File: config.mk
export PLATFORM = sky130hd
export DESIGN_NAME = readout_timeout_state_supervisor
export DESIGN_NICKNAME = d
export VERILOG_FILES = /design/src/hdl/readout_pkg.sv /design/src/hdl/readout_timer.sv /design/src/hdl/irq_status.sv /design/src/hdl/readout_timeout_state_supervisor.sv
export VERILOG_INCLUDE_DIRS = /design/src /design/src/hdl
export SDC_FILE = /design/constraint.sdc
export NUM_CORES = 1
export LEC_CHECK = 0
export BUFFER_PORTS_ARGS = -buffer_cell sky130_fd_sc_hd__buf_4
export CORE_MARGIN = 2
export CORE_UTILIZATION = 59
export DETAILED_ROUTE_END_ITERATION = 10
export PLACE_DENSITY = 0.86
export SKIP_LAST_GASP = 1
export SLEW_MARGIN = 0
export SYNTH_ARGS = -nofsm -noshare
export SYNTH_HDL_FRONTEND = slang
export SYNTH_HIERARCHICAL = 1
export SYNTH_SLANG_ARGS = --single-unit
File: constraint.sdc
create_clock -name pclk -period 5.17 [get_ports pclk]
set_clock_uncertainty 0.15 [all_clocks]
set_input_delay 1.034 -clock pclk [delete_from_list [all_inputs] [get_ports pclk]]
set_output_delay 1.034 -clock pclk [all_outputs]
set_load 0.02 [all_outputs]
File: src/hdl/readout_supervisor_regs.svh
// Functional notes
// - readout limit 0..16 selects 1 s to 17 s
// - time from full trigger ack to release
// - busy unit at expiry halts acquisition
// - restart command clears errors, resumes operation
// - generator, builder, mover states read only
// - pedestal variable: standby 0x0, busy 0x1
// - end of pedestal event returns standby
// - slow-control states 0x0 through 0x5
// - data-taking states 0x0 through 0x8
// - three state variables readable and writable
`ifndef READOUT_SUPERVISOR_REGS_SVH
`define READOUT_SUPERVISOR_REGS_SVH

// ****************************************************************
// register offsets (byte addresses)
// ****************************************************************
`define REG_CONTROL 8'h00
`define REG_MAX_TIME 8'h04
`define REG_IRQ_STATUS 8'h08
`define REG_IRQ_MASK 8'h0c
`define REG_FSM_STATES 8'h10
`define REG_SLOW_CONTROL 8'h14
`define REG_DATA_TAKING 8'h18
`define REG_PEDESTAL 8'h1c
`define REG_CARD_ACTIVE 8'h20
`define REG_UNIT_ACTIVE 8'h24
`define REG_MONITOR 8'h28

// ****************************************************************
// fields
// ****************************************************************
`define CTRL_RESTART_BIT 0
`define IRQ_TIMEOUT_BIT 0
`define IRQ_PED_DONE_BIT 1
`define IRQ_WIDTH 2
`define MAX_TIME_LIMIT 5'h10
`define MAX_TIME_RESET 5'h10
`define MON_HALT_BIT 0
`define MON_TIMING_BIT 1
`define MON_ARMED_BIT 2

// ****************************************************************
// timing
// ****************************************************************
`define CLK_FREQ_HZ 100000000
`define STEP_TIME_S 1
`define STEP_CYCLES (`STEP_TIME_S * `CLK_FREQ_HZ)

`endif

File: src/hdl/readout_pkg.sv
package readout_pkg;

  // slow-control state codes, in documented order
  typedef enum logic [3:0] {
    power_on_default_a,
    configuring,
    config_failed,
    config_success,
    monitor_running_b,
    monitor_paused_c
  } slow_control_e;

  // data-taking state codes, in documented order
  typedef enum logic [3:0] {
    take_power_on_default,
    waiting_for_slow_control,
    take_configuring,
    take_config_failed,
    take_config_success,
    take_running,
    take_paused,
    take_stopped,
    take_disconnected
  } data_taking_e;

  typedef enum logic {
    ped_standby,
    ped_busy
  } pedestal_e;

  typedef struct packed {
    logic psel;
    logic penable;
    logic pwrite;
    logic [7:0] paddr;
    logic [31:0] pwdata;
  } apb_req_s;

endpackage

File: src/hdl/readout_timer.sv
`timescale 1ns/100ps
`default_nettype none
module readout_timer #(
  parameter int CYCLES_PER_STEP = 100000000
) (
  input wire logic pclk,
  input wire logic presetn,
  input wire logic start,
  input wire logic stop,
  input wire logic [4:0] limit,
  output logic running,
  output logic expired
);

  localparam int PW = $clog2(CYCLES_PER_STEP);

  // a one-cycle step leaves the prescaler no room to count
  if (CYCLES_PER_STEP < 2) begin : bad_step
    $error("readout_timer: CYCLES_PER_STEP must be at least 2");
  end

  logic [PW-1:0] presc;
  logic [4:0] steps;

  // ****************************************************************
  // step counter: limit+1 whole steps before expiry
  // ****************************************************************
  always_ff @(posedge pclk or negedge presetn) begin
    if (!presetn) begin
      running <= 1'b0;
      presc <= '0;
      steps <= 5'h00;
      expired <= 1'b0;
    end else begin
      expired <= 1'b0;
      if (start) begin
        running <= 1'b1;
        presc <= '0;
        steps <= 5'h00;
      end else if (stop) begin
        running <= 1'b0;
      end else if (running) begin
        if (presc == PW'(CYCLES_PER_STEP - 1)) begin
          presc <= '0;
          // at or past the limit, so a limit lowered mid-count still ends it
          if (steps >= limit) begin
            expired <= 1'b1;
            running <= 1'b0;
          end else begin
            steps <= steps + 5'h01;
          end
        end else begin
          presc <= presc + PW'(1);
        end
      end
    end
  end
endmodule
`default_nettype wire

File: src/hdl/irq_status.sv
`timescale 1ns/100ps
`default_nettype none
module irq_status #(
  parameter int W = 2
) (
  input wire logic pclk,
  input wire logic presetn,
  input wire logic [W-1:0] event_set,
  input wire logic [W-1:0] clear_ones,
  input wire logic mask_we,
  input wire logic [W-1:0] mask_wdata,
  output logic [W-1:0] status,
  output logic [W-1:0] mask,
  output logic irq
);

  // a status word wider than one bus word could not be read back
  if (W < 1 || W > 32) begin : bad_width
    $error("irq_status: W must be 1 to 32");
  end

  // sticky bits: a new event beats a same-cycle clear
  always_ff @(posedge pclk or negedge presetn) begin
    if (!presetn) begin
      status <= '0;
    end else begin
      status <= (status & ~clear_ones) | event_set;
    end
  end

  always_ff @(posedge pclk or negedge presetn) begin
    if (!presetn) begin
      mask <= '0;
    end else if (mask_we) begin
      mask <= mask_wdata;
    end
  end

  // level output, registered so it comes straight from a flop
  always_ff @(posedge pclk or negedge presetn) begin
    if (!presetn) begin
      irq <= 1'b0;
    end else begin
      irq <= |(((status & ~clear_ones) | event_set) & (mask_we ? mask_wdata : mask));
    end
  end
endmodule
`default_nettype wire

File: src/hdl/readout_timeout_state_supervisor.sv
`timescale 1ns/100ps
`default_nettype none
`include "readout_supervisor_regs.svh"
module readout_timeout_state_supervisor #(
  parameter int N_CARDS = 8,
  parameter int N_UNITS = 8,
  parameter int CYCLES_PER_STEP = `STEP_CYCLES
) (
  input wire logic pclk,
  input wire logic presetn,
  input wire readout_pkg::apb_req_s apb_req,
  output logic pready,
  output logic [31:0] prdata,
  output logic pslverr,
  input wire logic trigger_sent,
  input wire logic [N_CARDS-1:0] front_end_card_ack,
  input wire logic [N_UNITS-1:0] front_end_unit_clear_busy,
  input wire logic pedestal_event_done,
  input wire logic [7:0] trigger_generator_state,
  input wire logic [7:0] event_builder_state,
  input wire logic [7:0] packet_mover_state,
  output logic acq_halt,
  output logic error_restart_command,
  output logic irq
);

  // elaboration stops here for counts that one 32-bit register cannot hold
  if (N_CARDS < 1 || N_CARDS > 32 || N_UNITS < 1 ||
      N_UNITS > 32) begin : bad_counts
    $error("supervisor: card and unit counts must be 1 to 32");
  end

  // ****************************************************************
  // apb slave
  // ****************************************************************
  logic wr_en;
  logic rd_take;
  logic [31:0] wd;
  logic [7:0] addr;

  assign addr = apb_req.paddr;
  assign wd = apb_req.pwdata;
  // a write lands only at the edge that completes the access
  assign wr_en = apb_req.psel & apb_req.penable & pready & apb_req.pwrite;
  assign rd_take = apb_req.psel & apb_req.penable & ~pready & ~apb_req.pwrite;

  function automatic logic is_mapped(input logic [7:0] a);
    unique case (a)
      `REG_CONTROL, `REG_MAX_TIME, `REG_IRQ_STATUS, `REG_IRQ_MASK,
      `REG_FSM_STATES, `REG_SLOW_CONTROL, `REG_DATA_TAKING, `REG_PEDESTAL,
      `REG_CARD_ACTIVE, `REG_UNIT_ACTIVE, `REG_MONITOR: is_mapped = 1'b1;
      default: is_mapped = 1'b0;
    endcase
  endfunction

  function automatic logic wr_hit(input logic en, input logic [7:0] a, input logic [7:0] r);
    wr_hit = en && (a == r);
  endfunction

  // one wait state: pready rises in the second access cycle
  always_ff @(posedge pclk or negedge presetn) begin
    if (!presetn) begin
      pready <= 1'b0;
      pslverr <= 1'b0;
    end else begin
      pready <= apb_req.psel & apb_req.penable & ~pready;
      pslverr <= apb_req.psel & apb_req.penable & ~pready & ~is_mapped(addr);
    end
  end

  // ****************************************************************
  // software state variables
  // ****************************************************************
  logic [4:0] max_time;
  logic [3:0] slow_control_state;
  logic [3:0] data_taking_state;
  logic pedestal_accumulator_state;
  logic [N_CARDS-1:0] card_active;
  logic [N_UNITS-1:0] unit_active;

  // settings 0x11 to 0x1f clamp to the longest timeout; bits above bit 4 are dropped
  always_ff @(posedge pclk or negedge presetn) begin
    if (!presetn) begin
      max_time <= `MAX_TIME_RESET;
    end else if (wr_hit(wr_en, addr, `REG_MAX_TIME)) begin
      max_time <= (wd[4:0] > `MAX_TIME_LIMIT) ? `MAX_TIME_LIMIT : wd[4:0];
    end
  end

  // raw writes let software signal any condition it needs
  always_ff @(posedge pclk or negedge presetn) begin
    if (!presetn) begin
      slow_control_state <= readout_pkg::power_on_default_a;
      data_taking_state <= readout_pkg::take_power_on_default;
    end else begin
      if (wr_hit(wr_en, addr, `REG_SLOW_CONTROL)) begin
        slow_control_state <= wd[3:0];
      end
      if (wr_hit(wr_en, addr, `REG_DATA_TAKING)) begin
        data_taking_state <= wd[3:0];
      end
    end
  end

  // software write wins over a same-cycle end of event: it starts the next one
  always_ff @(posedge pclk or negedge presetn) begin
    if (!presetn) begin
      pedestal_accumulator_state <= readout_pkg::ped_standby;
    end else if (wr_hit(wr_en, addr, `REG_PEDESTAL)) begin
      pedestal_accumulator_state <= wd[0];
    end else if (pedestal_event_done) begin
      pedestal_accumulator_state <= readout_pkg::ped_standby;
    end
  end

  always_ff @(posedge pclk or negedge presetn) begin
    if (!presetn) begin
      card_active <= '1;
      unit_active <= '1;
    end else begin
      if (wr_hit(wr_en, addr, `REG_CARD_ACTIVE)) begin
        card_active <= wd[N_CARDS-1:0];
      end
      if (wr_hit(wr_en, addr, `REG_UNIT_ACTIVE)) begin
        unit_active <= wd[N_UNITS-1:0];
      end
    end
  end

  // ****************************************************************
  // readout watchdog
  // ****************************************************************
  logic armed;
  logic [N_CARDS-1:0] ack_seen;
  logic [N_CARDS-1:0] ack_now;
  logic [N_UNITS-1:0] busy_pending;
  logic full_ack;
  logic timer_start;
  logic timer_stop;
  logic timing;
  logic expired;
  logic timeout_error;
  logic restart_req;

  assign ack_now = ack_seen | front_end_card_ack;
  assign full_ack = armed && ((ack_now & card_active) == card_active);
  assign timer_start = full_ack;
  assign timer_stop = timing && (busy_pending == '0);
  assign timeout_error = expired && (busy_pending != '0);
  assign restart_req = wr_hit(wr_en, addr, `REG_CONTROL) && wd[`CTRL_RESTART_BIT];

  // a trigger arms collection of acks; halted acquisition arms nothing
  always_ff @(posedge pclk or negedge presetn) begin
    if (!presetn) begin
      armed <= 1'b0;
      ack_seen <= '0;
    end else if (trigger_sent && !acq_halt) begin
      armed <= 1'b1;
      ack_seen <= front_end_card_ack;
    end else if (full_ack) begin
      armed <= 1'b0;
      ack_seen <= '0;
    end else if (armed) begin
      ack_seen <= ack_now;
    end
  end

  // a clear-busy arriving with the last ack is not lost
  always_ff @(posedge pclk or negedge presetn) begin
    if (!presetn) begin
      busy_pending <= '0;
    end else if (timer_start) begin
      busy_pending <= unit_active & ~front_end_unit_clear_busy;
    end else begin
      busy_pending <= busy_pending & ~front_end_unit_clear_busy;
    end
  end

  readout_timer #(
    .CYCLES_PER_STEP(CYCLES_PER_STEP)
  ) u_timer (
    .pclk(pclk),
    .presetn(presetn),
    .start(timer_start),
    .stop(timer_stop),
    .limit(max_time),
    .running(timing),
    .expired(expired)
  );

  // expiry beats a same-cycle restart so no timeout goes unseen
  always_ff @(posedge pclk or negedge presetn) begin
    if (!presetn) begin
      acq_halt <= 1'b0;
    end else if (timeout_error) begin
      acq_halt <= 1'b1;
    end else if (restart_req) begin
      acq_halt <= 1'b0;
    end
  end

  always_ff @(posedge pclk or negedge presetn) begin
    if (!presetn) begin
      error_restart_command <= 1'b0;
    end else begin
      error_restart_command <= restart_req;
    end
  end

  // ****************************************************************
  // interrupts
  // ****************************************************************
  logic [`IRQ_WIDTH-1:0] irq_set;
  logic [`IRQ_WIDTH-1:0] irq_clr;
  logic [`IRQ_WIDTH-1:0] irq_stat;
  logic [`IRQ_WIDTH-1:0] irq_mask;

  always_comb begin
    irq_set = '0;
    irq_set[`IRQ_TIMEOUT_BIT] = timeout_error;
    irq_set[`IRQ_PED_DONE_BIT] = pedestal_event_done;
    irq_clr = wr_hit(wr_en, addr, `REG_IRQ_STATUS) ? wd[`IRQ_WIDTH-1:0] : '0;
  end

  irq_status #(
    .W(`IRQ_WIDTH)
  ) u_irq (
    .pclk(pclk),
    .presetn(presetn),
    .event_set(irq_set),
    .clear_ones(irq_clr),
    .mask_we(wr_hit(wr_en, addr, `REG_IRQ_MASK)),
    .mask_wdata(wd[`IRQ_WIDTH-1:0]),
    .status(irq_stat),
    .mask(irq_mask),
    .irq(irq)
  );

  // ****************************************************************
  // read path
  // ****************************************************************
  logic [31:0] next_rdata;

  always_comb begin
    next_rdata = 32'h0000_0000;
    unique case (addr)
      `REG_MAX_TIME: next_rdata[4:0] = max_time;
      `REG_IRQ_STATUS: next_rdata[`IRQ_WIDTH-1:0] = irq_stat;
      `REG_IRQ_MASK: next_rdata[`IRQ_WIDTH-1:0] = irq_mask;
      `REG_FSM_STATES: next_rdata[23:0] = {packet_mover_state, event_builder_state,
                                           trigger_generator_state};
      `REG_SLOW_CONTROL: next_rdata[3:0] = slow_control_state;
      `REG_DATA_TAKING: next_rdata[3:0] = data_taking_state;
      `REG_PEDESTAL: next_rdata[0] = pedestal_accumulator_state;
      `REG_CARD_ACTIVE: next_rdata[N_CARDS-1:0] = card_active;
      `REG_UNIT_ACTIVE: next_rdata[N_UNITS-1:0] = unit_active;
      `REG_MONITOR: begin
        next_rdata[`MON_HALT_BIT] = acq_halt;
        next_rdata[`MON_TIMING_BIT] = timing;
        next_rdata[`MON_ARMED_BIT] = armed;
      end
      default: next_rdata = 32'h0000_0000;
    endcase
  end

  // data is caught in the cycle before pready, held until the next read
  always_ff @(posedge pclk or negedge presetn) begin
    if (!presetn) begin
      prdata <= 32'h0000_0000;
    end else if (rd_take) begin
      prdata <= next_rdata;
    end
  end
endmodule
`default_nettype wire

==> flow_summary.ini <==
[clocking]
clock_sinks = 114
cts_tree = done
ctsHoldBuffers = 0
clock_latency_ns = 0.52
cts.path.max_buffers = 2
clock_pin_transition_on_the_worst_setup_and_hold_timing_paths_ns = 0.06
cts_root_buffer = clkbuf_8
post_cts_resize_count = 0
numCtsBuffers = 17
ctsHtreeMaxLevel = 4
postCtsSetupBuffers = 0

[placement]
dp_cells = 758
dpl_hpwl_mm = 9.96
placement.io_buffers = 91
gp_congestion = 0.967

[synth]
yosysTopAreaCell = dfrtp_1
syn-instance-count = 553
synth_enable_flop_cells = 0
postSynthAreaPerCell_um2 = 10.4
synth.top_cell.area_share_pct = 42.3
synth.ff_latch_count = 114
synth-main-ff-cell = dfrtp_1
synth_warn = 6
synth_seq_area_share_pct = 50.1
synth_area_leaders = dfrtp_1 42%, dfstp_2 7.8%, mux2_2 5.1%, a22o_1 4.4%, nor2_1 3.1%
netlist_area_um2 = 5740
post_synth_num_cell_types = 60
async_flop_share_pct = 100

[power_and_ir_drop]
p_leak_uw = 0.00328
switching_share_pct = 25.9
power.ir.vdd_worst_v = 0.000225
p_sw_uw = 572
power_per_cell_area_nw_per_um2 = 314
internal_power_uw = 1640
power.share.sequential_pct = 42.6
report.power.total_uw = 2210
combPwrFrac_pct = 7.6
clkPwrFrac_pct = 49.9

[drt]
number_of_drc_violations_after_detailed_routing = 0
detailroute.via_count = 4846
ant_nets = 0
drt_pass1_iterations = 5
detail_route.vias_per_cell = 6.13
drt-initial-drc-count = 331
wl_per_cell_um = 18.3
totalWireLength_mm = 14.5

[cells_and_area]
drive_above_1_share_pct = 28.8
area.sequential_um2 = 2870
non_filler_instance_count_after_layout = 790
final_net_count = 738
area.growth.synth_to_final_pct = 22.7
layout.cells.most_common = dfrtp_1
multi_input_comb_area_um2 = 2650
fill_cells = 664
n_antenna_cell = 0
layout_common_cells = 97 x dfrtp_1, 95 x buf_4, 47 x nor2_1, 32 x nand2_1, 30 x a21oi_1

[timing]
finalCritPeriodShare_pct = 66.8
worst_pin_slew_ns = 0.993
max-slew-margin-rel_pct = 33.4
final_max_slew_viol_count = 0
finalCriticalPeriod_ns = 3.46
setup_total_negative_slack_ns = 0
max_freq_mhz = 289
hold_viol_final = 0
finalSetupViolations = 0
grt_setup_unrepaired = false

[worst_hold_path]
timing.hold.worst_path_depth = 1
path_category_of_the_worst_min_delay_check = reg2reg

[setup_path]
critical-path-max-stage-delay_ns = 0.82
timing.critical_path.cells = buf_4 -> nor2_1 -> a22oi_1 -> and4_1 -> buf_4 -> and2_1 -> inv_1 -> a2111oi_0 -> nand2_1 -> xor2_1 -> nor2_1
endpoint_kind = flip-flop
r2r_cells = 10
worstPathArrival_ns = 3.69
crit_type = in2reg
r2r_slack_ns = 1.94
cp-start-kind = input pin
crit_buf_inv = 3
critical_path.top_delay_family = compound AO/OA/AOI/OAI gates
critPathMaxFanout = 19
critical_path_depth = 11
cell_type_of_the_slowest_stage_on_the_worst_timing_path = a2111oi_0
cp_data_required_time_ns = 5.41

[grt]
global_route.overflow_total = 0
antenna_violations_before_repair = 0
grt_start_max_net_pins = 80
first_global_vias = 4717
grt_first_pass_wirelength_mm = 23.1
grt.total_usage_pct = 28.8

[die]
start_util_pct = 59.8
fp.dieH_um = 103
fp.coreArea_um2 = 9590
floorplan.die.width_um = 103
io_pins = 124
floorplan.rows = 36
die-area_um2 = 10500

[run]
maxCapViolations = 0

[run_status]
run_status = finished clean
-- path summary, 6_finish.rpt --
check	from	endpoint
setup / recovery	front_end_card_ack[5]	u_timer/presc[12]
hold / removal	pready	pready
setup reg to reg	ack_seen[5]	u_timer/presc[12]
hold reg to reg	pready	pready
max in group asynchronous	presetn	max_time[4]
min in group asynchronous	presetn	slow_control_state[2]
-- routing by layer --
layer | track usage [%] | wire length, um | vias to the layer above
li1 | - | - | 2210
met1 | 36.2 | 5520 | 2339
met2 | 47.4 | 7230 | 257
met3 | 7.53 | 1360 | 40
met4 | 12.3 | 371 | 0
met5 | 0 | 0 | -
-- cell usage after synthesis, types with 5 or more instances --
cell type  number
dfrtp_1        97
nor2_1         47
nand2_1        32
a21oi_1        30
a22o_1         29
mux2_2         26
nand3_1        25
o21ai_0        22
inv_1          20
dfstp_2        17
clkbuf_1       14
nor3_1         14
and3_1         12
xnor2_1        10
a31oi_1         9
buf_4           9
mux2i_1         9
a21bo_2         8
a22oi_1         8
or3_1           8
a21o_1          7
ha_1            7
nand4_1         7
nor4_1          7
nand3b_1        6
and2_1          5
xor2_1          5
-- worst register-to-register path: cells and delay by family, from the launching register on --
| family | cells | cell delay (ns) |
|---|---|---|
| buffers and inverters | 2 | 0.42 |
| AND/OR/NAND/NOR | 5 | 0.93 |
| AO/OA/AOI/OAI | 2 | 1.08 |
| XOR/XNOR | 1 | 0.16 |
| flip-flops | 1 | 0.35 |
-- state kept, by name, indices dropped and copies added, names as in the netlist, 5 cells and up --
register,count
ack_seen,8
unit_active,8
u_timer/presc,27
card_active,8
busy_pending,8
u_timer/steps,5
max_time,5
prdata,24
-- power by group through the flow --
| stage | Clock, uW | Combinational (uW) | Sequential [uW] |
|---|---|---|---|
| final | 1100 | 167 | 942 |
| after global routing | 1160 | 186 | 946 |
| after CTS | 1110 | 167 | 942 |
| after global placement | 0 | 159 | 956 |
| after detailed placement | 0 | 164 | 957 |
| after floorplan | 0 | 80.8 | 957 |
-- cells by family after synthesis --
group / Yosys count / synth area share (%)
flip-flops: 114 / 50.1
AO/OA/AOI/OAI: 140 / 17.3
AND/OR/NAND/NOR: 189 / 17.4
XOR/XNOR: 15 / 2.29
other: 1 / 0.0653
multiplexers: 37 / 7.19
buffers and inverters: 50 / 4.16
adder cells (fa/ha/maj): 7 / 1.53
-- metrics by stage --
step           area [um2]  util [%]  setup slack [ns]  hold slack [ns]
2_1_floorplan        5770         -              1.79            0.311
3_3_place_gp         6480      67.6              1.31            0.322
3_5_place_dp         6480      67.6              1.27            0.333
4_1_cts              7040      73.4              1.73            0.342
5_1_grt              7040      73.4              1.41            0.362
6_report             7040      73.4              1.71            0.340
-- layout make-up --
class | count | area share [%]
clock inverter | 15 | 2.10
sequential | 114 | 40.8
tap | 133 | 2.36
timing repair buffer | 95 | 10.1
clock buffer | 17 | 5.88
multi-input combinational | 396 | 37.7
inverter | 20 | 1.07
Note: power is estimated with default switching activity, not from simulation.
